File: src/capture_field1_map.svh
`ifndef CAPTURE_FIELD1_MAP_SVH
`define CAPTURE_FIELD1_MAP_SVH
// register byte offsets
`define OFS_START 4'h0
`define OFS_STOP 4'h4
`define OFS_CTRL 4'h8
`define OFS_STATUS 4'hC
// start, stop and counter field layout
`define HI_MSB 27
`define HI_LSB 16
`define LO_MSB 11
`define LO_LSB 0
`define CNT_HI_MSB 23
`define CNT_HI_LSB 12
`define SSE_BIT 15
// write masks keep reserved bits at zero
`define START_MASK 32'h0FFF_8FFF
`define STOP_MASK 32'h0FFF_0FFF
`define CTRL_MASK 32'h0000_003F
// control layout
`define CTL_MODE_MSB 1
`define CTL_MODE_LSB 0
`define CTL_F1EN 2
`define CTL_CHEN 3
`define CTL_HSEL 4
`define CTL_VSEL 5
// status layout
`define ST_FRAME_COMPLETE_FLAG 0
`define ST_ACT 1
`define ST_BLANK 2
`define ST_SYNCW 3
// constants
`define RST_WORD 32'h0000_0000
`define PIX_RESET 12'h000
`define LINE_RESET 12'h001
`define CNT_ONE 24'h00_0001
`define IDLE_ZERO 12'h000
`define IDLE_MAX 12'hFFF
`define TS_SYNC_BYTE 8'h47
`define INTERVALS_NEEDED 2'h2
`define INTERVAL_ZERO 2'h0
`endif

File: src/capture_field1_pkg.sv
package capture_field1_pkg;
  // capture mode held in the control register
  typedef enum logic [1:0] {
    MODE_VIDEO,
    MODE_RAW,
    MODE_TS
  } mode_t;
  // capture sequencing
  typedef enum logic [1:0] {
    ST_IDLE,
    ST_WAIT_SYNC,
    ST_CAPTURE
  } state_t;
endpackage : capture_field1_pkg

File: src/capture_field1_window.sv
`timescale 1ns/1ps
`include "capture_field1_map.svh"
module capture_field1_window #(
  parameter int DATA_W = 8
) (
  // clock and reset
  input wire logic sys_clk_in,
  input wire logic reset_n_in,
  // register port
  input wire logic [3:0] reg_addr_in,
  input wire logic [31:0] reg_wdata_in,
  input wire logic reg_wr_in,
  input wire logic reg_rd_in,
  output logic [31:0] reg_rdata_out,
  // link pins, all asynchronous to sys_clk_in
  input wire logic link_clk_in,
  input wire logic capture_enable_input_in,
  input wire logic h_event_a_in,
  input wire logic h_event_b_in,
  input wire logic v_event_a_in,
  input wire logic v_event_b_in,
  input wire logic [DATA_W-1:0] link_data_in,
  // capture results
  output logic capture_active_out,
  output logic sample_valid_out,
  output logic [DATA_W-1:0] sample_data_out,
  output logic [11:0] pixel_counter_out,
  output logic [11:0] line_counter_out,
  output logic frame_complete_flag_out,
  output logic blanking_out
);
  localparam int IN_W = DATA_W + 6;

  // keep the lsb of a pixel field at zero
  function automatic logic [11:0] even12(input logic [11:0] v);
    even12 = {v[11:1], 1'b0};
  endfunction : even12

  // registers
  logic [31:0] start_r; // field1_capture_start
  logic [31:0] stop_r; // field1_capture_stop
  logic [31:0] ctrl_r; // channel_control_register bits
  logic frame_complete_flag_r; // frame_complete_flag
  logic [31:0] rdata_r; // read data, one cycle late
  // synchroniser, stage one read only by stage two
  logic [IN_W-1:0] sync1_r;
  logic [IN_W-1:0] sync2_r;
  logic lclk_prev_r; // for link clock edge
  logic chen_prev_r; // for enable rise
  // capture state
  capture_field1_pkg::state_t state_r, state_nxt;
  logic [23:0] cnt_r, cnt_nxt; // pixel low, line high
  logic [11:0] idle_r, idle_nxt; // link ticks with enable low
  logic [1:0] intv_r, intv_nxt; // blanking intervals seen
  logic valid_r;
  logic [DATA_W-1:0] data_r;
  logic frame_complete_flag_set; // packet complete event

  // synchronised pins
  wire lclk = sync2_r[IN_W-1];
  wire capture_enable_input = sync2_r[IN_W-2];
  wire ha = sync2_r[IN_W-3];
  wire hb = sync2_r[IN_W-4];
  wire va = sync2_r[IN_W-5];
  wire vb = sync2_r[IN_W-6];
  wire [DATA_W-1:0] din = sync2_r[DATA_W-1:0];
  // samples are taken on the link clock rising edge; data was
  // launched half a link period earlier, so it is settled here
  wire tick = lclk & ~lclk_prev_r;

  // control decode
  wire [1:0] mode_bits = ctrl_r[`CTL_MODE_MSB:`CTL_MODE_LSB];
  wire f1_en = ctrl_r[`CTL_F1EN];
  wire ch_en = ctrl_r[`CTL_CHEN];
  wire ch_rise = ch_en & ~chen_prev_r;
  // selected horizontal and vertical events
  wire hev = ctrl_r[`CTL_HSEL] ? hb : ha;
  wire vev = ctrl_r[`CTL_VSEL] ? vb : va;
  wire is_video = mode_bits == capture_field1_pkg::MODE_VIDEO;
  wire is_raw = mode_bits == capture_field1_pkg::MODE_RAW;
  wire is_ts = mode_bits == capture_field1_pkg::MODE_TS;

  // register fields
  wire [11:0] start_px = even12(start_r[`LO_MSB:`LO_LSB]);
  wire [11:0] start_ln = start_r[`HI_MSB:`HI_LSB];
  wire [11:0] min_blank = start_r[`LO_MSB:`LO_LSB];
  wire startup_sync_enable = start_r[`SSE_BIT] & is_raw;
  wire [11:0] stop_px = even12(stop_r[`LO_MSB:`LO_LSB]);
  wire [11:0] stop_ln = stop_r[`HI_MSB:`HI_LSB];
  wire [23:0] data_size = {stop_ln, stop_r[`LO_MSB:`LO_LSB]};

  // counter views, one register serves all modes
  wire [11:0] px = cnt_r[`LO_MSB:`LO_LSB];
  wire [11:0] ln = cnt_r[`CNT_HI_MSB:`CNT_HI_LSB];
  wire [23:0] cnt_inc = cnt_r + `CNT_ONE;

  // video start and stop, positions count raw samples so
  // they hold whatever scaling is applied downstream
  wire vid_start = f1_en & ch_en & (px == start_px) & (ln == start_ln);
  wire vid_end = (ln == stop_ln) & (px == stop_px);
  wire in_cols = (px >= start_px) & (px < stop_px);
  wire in_lines = (ln >= start_ln) & (ln <= stop_ln);

  // raw blanking detection
  wire blank_lvl = idle_r > min_blank;
  wire blank_evt = tick & ~capture_enable_input & (idle_r == min_blank);
  wire raw_start = f1_en & ch_en & capture_enable_input;
  // ts start ignores the start register entirely
  wire ts_start = ch_en & capture_enable_input & ~frame_complete_flag_r & (din == `TS_SYNC_BYTE);
  wire size_hit = cnt_inc == data_size;

  // register read decode
  wire sel_start = reg_addr_in == `OFS_START;
  wire sel_stop = reg_addr_in == `OFS_STOP;
  wire sel_ctrl = reg_addr_in == `OFS_CTRL;
  wire sel_stat = reg_addr_in == `OFS_STATUS;
  wire [31:0] status_word = {28'h000_0000,
    state_r == capture_field1_pkg::ST_WAIT_SYNC, blank_lvl,
    state_r == capture_field1_pkg::ST_CAPTURE, frame_complete_flag_r};
  wire [31:0] rd_mux = sel_start ? start_r :
    sel_stop ? stop_r :
    sel_ctrl ? ctrl_r :
    sel_stat ? status_word : `RST_WORD;
  // write-one-to-clear, but a packet end in the same cycle wins
  wire frame_complete_flag_clr = reg_wr_in & sel_stat & reg_wdata_in[`ST_FRAME_COMPLETE_FLAG];

  // blanking idle counter, saturating so long gaps stay blank
  always_comb begin
    idle_nxt = idle_r;
    if (capture_enable_input) begin
      idle_nxt = `IDLE_ZERO;
    end else if (tick && idle_r != `IDLE_MAX) begin
      idle_nxt = idle_r + 12'h001;
    end
  end

  // capture sequencing per mode
  always_comb begin
    state_nxt = state_r;
    cnt_nxt = cnt_r;
    intv_nxt = intv_r;
    frame_complete_flag_set = 1'b0;
    unique case (mode_bits)
      capture_field1_pkg::MODE_VIDEO: begin
        // free running pixel and line counters
        if (tick) begin
          if (hev) begin
            cnt_nxt[`LO_MSB:`LO_LSB] = `PIX_RESET;
            cnt_nxt[`CNT_HI_MSB:`CNT_HI_LSB] = ln + 12'h001;
          end else begin
            cnt_nxt[`LO_MSB:`LO_LSB] = px + 12'h001;
          end
          if (vev) begin
            cnt_nxt[`CNT_HI_MSB:`CNT_HI_LSB] = `LINE_RESET;
          end
        end
        unique case (state_r)
          capture_field1_pkg::ST_CAPTURE: begin
            // window closes after the last pixel of the last line
            // disabling aborts at once, not at the next link tick
            if ((tick && vid_end) || !f1_en || !ch_en) begin
              state_nxt = capture_field1_pkg::ST_IDLE;
            end
          end
          default: begin
            // startup sync has no meaning here
            if (tick && vid_start) begin
              state_nxt = capture_field1_pkg::ST_CAPTURE;
            end
          end
        endcase
      end
      capture_field1_pkg::MODE_RAW: begin
        unique case (state_r)
          capture_field1_pkg::ST_WAIT_SYNC: begin
            // top of frame found after two blanking gaps
            if (blank_evt) begin
              intv_nxt = intv_r + 2'h1;
            end
            if (intv_r == `INTERVALS_NEEDED) begin
              state_nxt = capture_field1_pkg::ST_IDLE;
            end
            if (!ch_en) begin
              state_nxt = capture_field1_pkg::ST_IDLE;
            end
          end
          capture_field1_pkg::ST_CAPTURE: begin
            // one merged counter of samples
            if (tick && capture_enable_input) begin
              cnt_nxt = cnt_inc;
              if (size_hit) begin
                state_nxt = capture_field1_pkg::ST_IDLE;
              end
            end
            if (!ch_en) begin
              state_nxt = capture_field1_pkg::ST_IDLE;
            end
          end
          default: begin
            if (ch_rise && startup_sync_enable) begin
              state_nxt = capture_field1_pkg::ST_WAIT_SYNC;
              intv_nxt = `INTERVAL_ZERO;
            end else if (tick && raw_start) begin
              state_nxt = capture_field1_pkg::ST_CAPTURE;
              cnt_nxt = `CNT_ONE;
            end
          end
        endcase
      end
      capture_field1_pkg::MODE_TS: begin
        unique case (state_r)
          capture_field1_pkg::ST_CAPTURE: begin
            // byte counter after the sync byte
            if (tick && capture_enable_input) begin
              cnt_nxt = cnt_inc;
              if (size_hit) begin
                frame_complete_flag_set = 1'b1;
                state_nxt = capture_field1_pkg::ST_IDLE;
              end
            end
            if (!ch_en) begin
              state_nxt = capture_field1_pkg::ST_IDLE;
            end
          end
          default: begin
            if (tick && ts_start) begin
              state_nxt = capture_field1_pkg::ST_CAPTURE;
              cnt_nxt = `CNT_ONE;
            end
          end
        endcase
      end
      default: begin
        // illegal mode code parks the channel
        state_nxt = capture_field1_pkg::ST_IDLE;
      end
    endcase
  end

  // pin synchroniser and edge history
  always_ff @(posedge sys_clk_in or negedge reset_n_in) begin
    if (!reset_n_in) begin
      sync1_r <= '0;
      sync2_r <= '0;
      lclk_prev_r <= 1'b0;
      chen_prev_r <= 1'b0;
    end else begin
      sync1_r <= {link_clk_in, capture_enable_input_in, h_event_a_in,
        h_event_b_in, v_event_a_in, v_event_b_in, link_data_in};
      sync2_r <= sync1_r;
      lclk_prev_r <= lclk;
      chen_prev_r <= ch_en;
    end
  end

  // software registers, reserved bits masked off on write
  always_ff @(posedge sys_clk_in or negedge reset_n_in) begin
    if (!reset_n_in) begin
      start_r <= `RST_WORD;
      stop_r <= `RST_WORD;
      ctrl_r <= `RST_WORD;
    end else if (reg_wr_in) begin
      if (sel_start) begin
        start_r <= reg_wdata_in & `START_MASK;
      end
      if (sel_stop) begin
        stop_r <= reg_wdata_in & `STOP_MASK;
      end
      if (sel_ctrl) begin
        ctrl_r <= reg_wdata_in & `CTRL_MASK;
      end
    end
  end

  // frame complete flag, set beats clear
  always_ff @(posedge sys_clk_in or negedge reset_n_in) begin
    if (!reset_n_in) begin
      frame_complete_flag_r <= 1'b0;
    end else begin
      frame_complete_flag_r <= frame_complete_flag_set | (frame_complete_flag_r & ~frame_complete_flag_clr);
    end
  end

  // read data stands only in the cycle after the strobe
  always_ff @(posedge sys_clk_in or negedge reset_n_in) begin
    if (!reset_n_in) begin
      rdata_r <= `RST_WORD;
    end else begin
      rdata_r <= reg_rd_in ? rd_mux : `RST_WORD;
    end
  end

  // capture state registers
  always_ff @(posedge sys_clk_in or negedge reset_n_in) begin
    if (!reset_n_in) begin
      state_r <= capture_field1_pkg::ST_IDLE;
      cnt_r <= '0;
      idle_r <= `IDLE_ZERO;
      intv_r <= `INTERVAL_ZERO;
    end else begin
      state_r <= state_nxt;
      cnt_r <= cnt_nxt;
      idle_r <= idle_nxt;
      intv_r <= intv_nxt;
    end
  end

  // video takes samples inside the window only
  wire vid_take = (state_r == capture_field1_pkg::ST_CAPTURE) & in_cols & in_lines;
  // block modes count the starting sample, so it must be output too
  wire blk_take = capture_enable_input & ((state_r == capture_field1_pkg::ST_CAPTURE) |
    (state_nxt == capture_field1_pkg::ST_CAPTURE));
  // captured sample output, one per link tick inside the window
  always_ff @(posedge sys_clk_in or negedge reset_n_in) begin
    if (!reset_n_in) begin
      valid_r <= 1'b0;
      data_r <= '0;
    end else begin
      valid_r <= tick & (is_video ? vid_take : blk_take);
      if (tick) begin
        data_r <= din;
      end
    end
  end

  // outputs
  assign reg_rdata_out = rdata_r;
  assign capture_active_out = state_r == capture_field1_pkg::ST_CAPTURE;
  assign sample_valid_out = valid_r;
  assign sample_data_out = data_r;
  assign pixel_counter_out = px;
  assign line_counter_out = ln;
  assign frame_complete_flag_out = frame_complete_flag_r;
  assign blanking_out = blank_lvl & is_raw;
endmodule : capture_field1_window

File: config.mk
export PLATFORM = sky130hd
export DESIGN_NAME = capture_field1_window
export DESIGN_NICKNAME = d
export VERILOG_FILES = /design/src/capture_field1_pkg.sv /design/src/capture_field1_window.sv
export VERILOG_INCLUDE_DIRS = /design/src /design/src/src
export SDC_FILE = /design/constraint.sdc
export NUM_CORES = 1
export LEC_CHECK = 0
export ABC_AREA = 1
export BUFFER_PORTS_ARGS = -buffer_cell sky130_fd_sc_hd__buf_2
export CORE_ASPECT_RATIO = 1.4
export CORE_MARGIN = 1
export CORE_UTILIZATION = 36
export DETAILED_ROUTE_END_ITERATION = 6
export PLACE_DENSITY_LB_ADDON = 0.15
export SYNTH_ARGS = -nofsm -noshare
export SYNTH_HDL_FRONTEND = slang
export SYNTH_SLANG_ARGS = --single-unit
File: constraint.sdc
create_clock -name sys_clk_in -period 2.1 [get_ports sys_clk_in]
set_input_delay 0.21 -clock sys_clk_in [delete_from_list [all_inputs] [get_ports sys_clk_in]]
set_output_delay 0.21 -clock sys_clk_in [all_outputs]
set_load 0.03 [all_outputs]
==> insert_results.sql <==
INSERT INTO impl_metrics (metric_group, metric, value, unit) VALUES
('cells_and_area', 'area_delta_synth_final', '45.78', '%'),
('timing', 'rsz_0062_raised_after_global_routing', 'true', ''),
('global_route', 'antenna_found_initial', '0', ''),
('timing', 'hold_slack', '0.03058', 'ns'),
('die', 'floorplan.initialDensity', '36.88', '%'),
('worst_setup_path', 'cp.required', '2.44', 'ns'),
('die', 'core_region_area', '25550', 'µm²'),
('worst_setup_path', 'timing.setup.critical_path_class', 'register to register', ''),
('power', 'internal-power', '7.574', 'mW'),
('placement', 'hpwl', '27.50', 'mm'),
('cells_and_area', 'final_layout_size_suffix_gt1_share', '34.93', '%'),
('timing', 'timing.final.crit_share', '118.1', '%'),
('placement', 'routabilityCongestion', '0.9229', ''),
('outcome', 'violations', 'design-rule violations, negative setup slack', ''),
('cells_and_area', 'final_cell_area', '13740', 'µm²'),
('power', 'switching_share', '39.09', '%'),
('synth', 'ys_warn_count', '0', ''),
('min_path', 'hold_path_class', 'primary input to register', ''),
('cts', 'cts-root-buf', 'clkbuf_16', ''),
('placement', 'placed_cell_area', '12120', 'µm²'),
('power', 'static-leakage-power', '7.048', 'nW'),
('worst_setup_path', 'arrival', '2.82', 'ns'),
('die', 'io_pins', '122', ''),
('worst_setup_path', 'setup.worst_path.end_class', 'register', ''),
('cts', 'htree_levels', '4', ''),
('cells_and_area', 'diode_count', '0', ''),
('die', 'floorplan_row_count', '69', ''),
('synth', 'syn_inst', '1231', ''),
('synth', 'yosys_register_bits', '160', ''),
('cts', 'cts-buffers-inserted', '17', ''),
('route', 'drt_drc_violations_left', '9', ''),
('timing', 'final.setup_skew', '0.01422', 'ns'),
('placement', 'io_buffer_count', '107', ''),
('cts', 'cts_tree', 'done', ''),
('synth', 'synth_top_cell_area_share', '42.49', '%'),
('global_route', 'grt_max_degree', '57', ''),
('timing', 'tightestPinTransition', '0.6012', 'ns'),
('die', 'die_area', '26840', 'µm²'),
('die', 'die_height', '193.4', 'µm'),
('route', 'antenna_left', '0', ''),
('global_route', 'grt_pass1_vias', '9812', ''),
('cells_and_area', 'leading_cell_types_in_the_layout_fill_and_taps_excluded', '310 x nand2_1, 249 x buf_4, 155 x inv_1', ''),
('timing', 'period_needed', '2.480', 'ns'),
('global_route', 'grt_first_pass_wirelength', '54.00', 'mm'),
('outcome', 'run_status', 'finished with violations', ''),
('route', 'avgRoutedWirePerCell', '18.20', 'µm'),
('synth', 'synth_sequential_area_ratio', '42.49', '%'),
('cells_and_area', 'final_cell_count_no_fill', '1945', ''),
('route', 'drt-pass1-iter-count', '7', ''),
('timing', 'achievable-frequency', '403.2', 'MHz'),
('placement', 'placedCellCount', '1863', ''),
('power', 'total_power', '12.44', 'mW'),
('cts', 'clock_sink_count', '160', ''),
('synth', 'synth_area_leaders', 'dfrtp_1 42%, nand2_1 13%, ha_1 9.0%, inv_1 6.8%, o21ai_0 6.3%', ''),
('global_route', 'groute.usage.overall', '26.88', '%'),
('power', 'pwr-share-comb', '42.6', '%'),
('synth', 'mappedNetlistArea', '9424', 'µm²'),
('timing', 'setup_viol', '7', ''),
('power', 'share_clk_of_total_power', '26.9', '%'),
('route', 'detail_route.iter0.violations', '484', ''),
('synth', 'dominantRegCellSynth', 'dfrtp_1', ''),
('synth', 'proportion_of_register_bits_with_asynchronous_set_or_reset_after_synthesis', '100.0', '%'),
('power', 'max-vdd-ir-drop', '631.9', 'µV'),
('power', 'netSwitchingPower', '4.861', 'mW'),
('synth', 'area_leader_netlist', 'dfrtp_1', ''),
('flow_run', 'cap_viol_max_count', '0', ''),
('route', 'routed_wl', '35.40', 'mm'),
('synth', 'synth.distinct_cells', '45', ''),
('route', 'vias', '9735', ''),
('worst_setup_path', 'cp-start-kind', 'register', ''),
('timing', 'timing.final.ws_setup', '-0.3800', 'ns');
-- Yosys cell counts (all sizes together), types with 2 or more instances --
master	instances
a211oi	8
a21oi	63
a221oi	4
a22oi	4
a31oi	5
buf	14
clkbuf	22
dfrtp	160
ha	68
inv	173
nand2	345
nand3	78
nand3b	4
nand4	25
nor2	93
nor3	16
nor3b	2
nor4	5
o211ai	4
o21ai	118
o22ai	5
or2	2
-- final cells by class --
cell class,instances,area (µm²)
clock buffers,17,425.4
clock inverters,15,191.4
fillers,2476,11820
inverters,174,661.9
multi-input cells,868,5131
flip-flops and latches,160,4029
well taps,319,399.1
repair buffers,392,2900
-- power by group through the flow --
stage	clock network (mW)	logic (mW)	registers (mW)
finish	3.34	5.29	3.80
floorplan	0	2.06	4.09
CTS	3.41	5.06	3.79
global route	3.51	5.78	3.84
detailed placement	0	4.75	3.84
global placement	0	4.71	3.84
-- cell families after synthesis --
family | after synthesis | synth area share, %
xor gates and xnor gates | 2 | 0.1859
buffers and inverters | 210 | 8.749
AOI/OAI and AO/OA | 220 | 12.84
adders and majority gates | 68 | 9.028
and+or+nand+nor | 570 | 26.67
other | 1 | 0.03979
DFF | 160 | 42.49
-- final timing paths --
check	start	endpoint	slack, ns	depth (start not counted)
worst max-delay path	cnt_r[0]	state_r[1]	-0.38	21
worst min-delay path	reg_wdata_in[27]	stop_r[27]	0.03	3
worst max register to register	cnt_r[0]	state_r[1]	-0.38	21
worst min register to register	sync1_r[1]	sync2_r[1]	0.35	0
max in group asynchronous	reset_n_in	sync2_r[7]	1.01	3
min in group asynchronous	reset_n_in	reg_rdata_out[25]	0.33	2
-- per-stage QoR --
| stage | setup WS [ns] | setup TNS [ns] |
|---|---|---|
| CTS | -0.3540 | -1.951 |
| global route | -0.5409 | -3.649 |
| global placement | -0.3785 | -4.331 |
| floorplan | -0.1304 | -0.1464 |
| detailed placement | -0.4182 | -4.593 |
| finish | -0.3800 | -1.815 |
-- state kept, by name, summed over array words and instances, names as in the netlist, 6 cells and up --
name	cells
reg_rdata_out	25
start_r	25
cnt_r	24
stop_r	24
sync1_r	14
sync2_r	14
idle_r	12
sample_data_out	8
ctrl_r	6
-- repair_timing --
item,CTS,global route
buffers inserted,25,14
resized for setup,80,62
hold buffers,15,0
pin swaps,29,43
setup endpoints to repair,31,40
endpoints found under the hold margin,65,0
cloned,2,1
-- critical path: stages, from the launching register on --
cell and delay [ns]:
dfrtp_2 0.44, ha_4 0.20, nand2_8 0.08, nor2_8 0.18
nand2_4 0.10, nor2_8 0.14, nand2_2 0.08, nand2_2 0.06
nand2_1 0.06, nand2_2 0.09, nand2_1 0.06, nor2_1 0.08
nand2_1 0.08, nor2_2 0.10, nand2_2 0.10, nand2_1 0.08
nand2_1 0.05, nand2_1 0.08, nand3_2 0.10, buf_4 0.14
nand2_1 0.05, inv_1 0.04
-- routing by layer --
| metal | vias to the layer above | track usage, % | share of wire, % |
|---|---|---|---|
| met2 | 254 | 51.34 | 54 |
| li1 | 4804 | - | - |
| met3 | 86 | 3.292 | 3.4 |
| met5 | - | 0 | 0 |
| met4 | 0 | 17.70 | 6.6 |
| met1 | 4591 | 27.23 | 37 |
No activity file was read; power rests on OpenSTA's default activity.
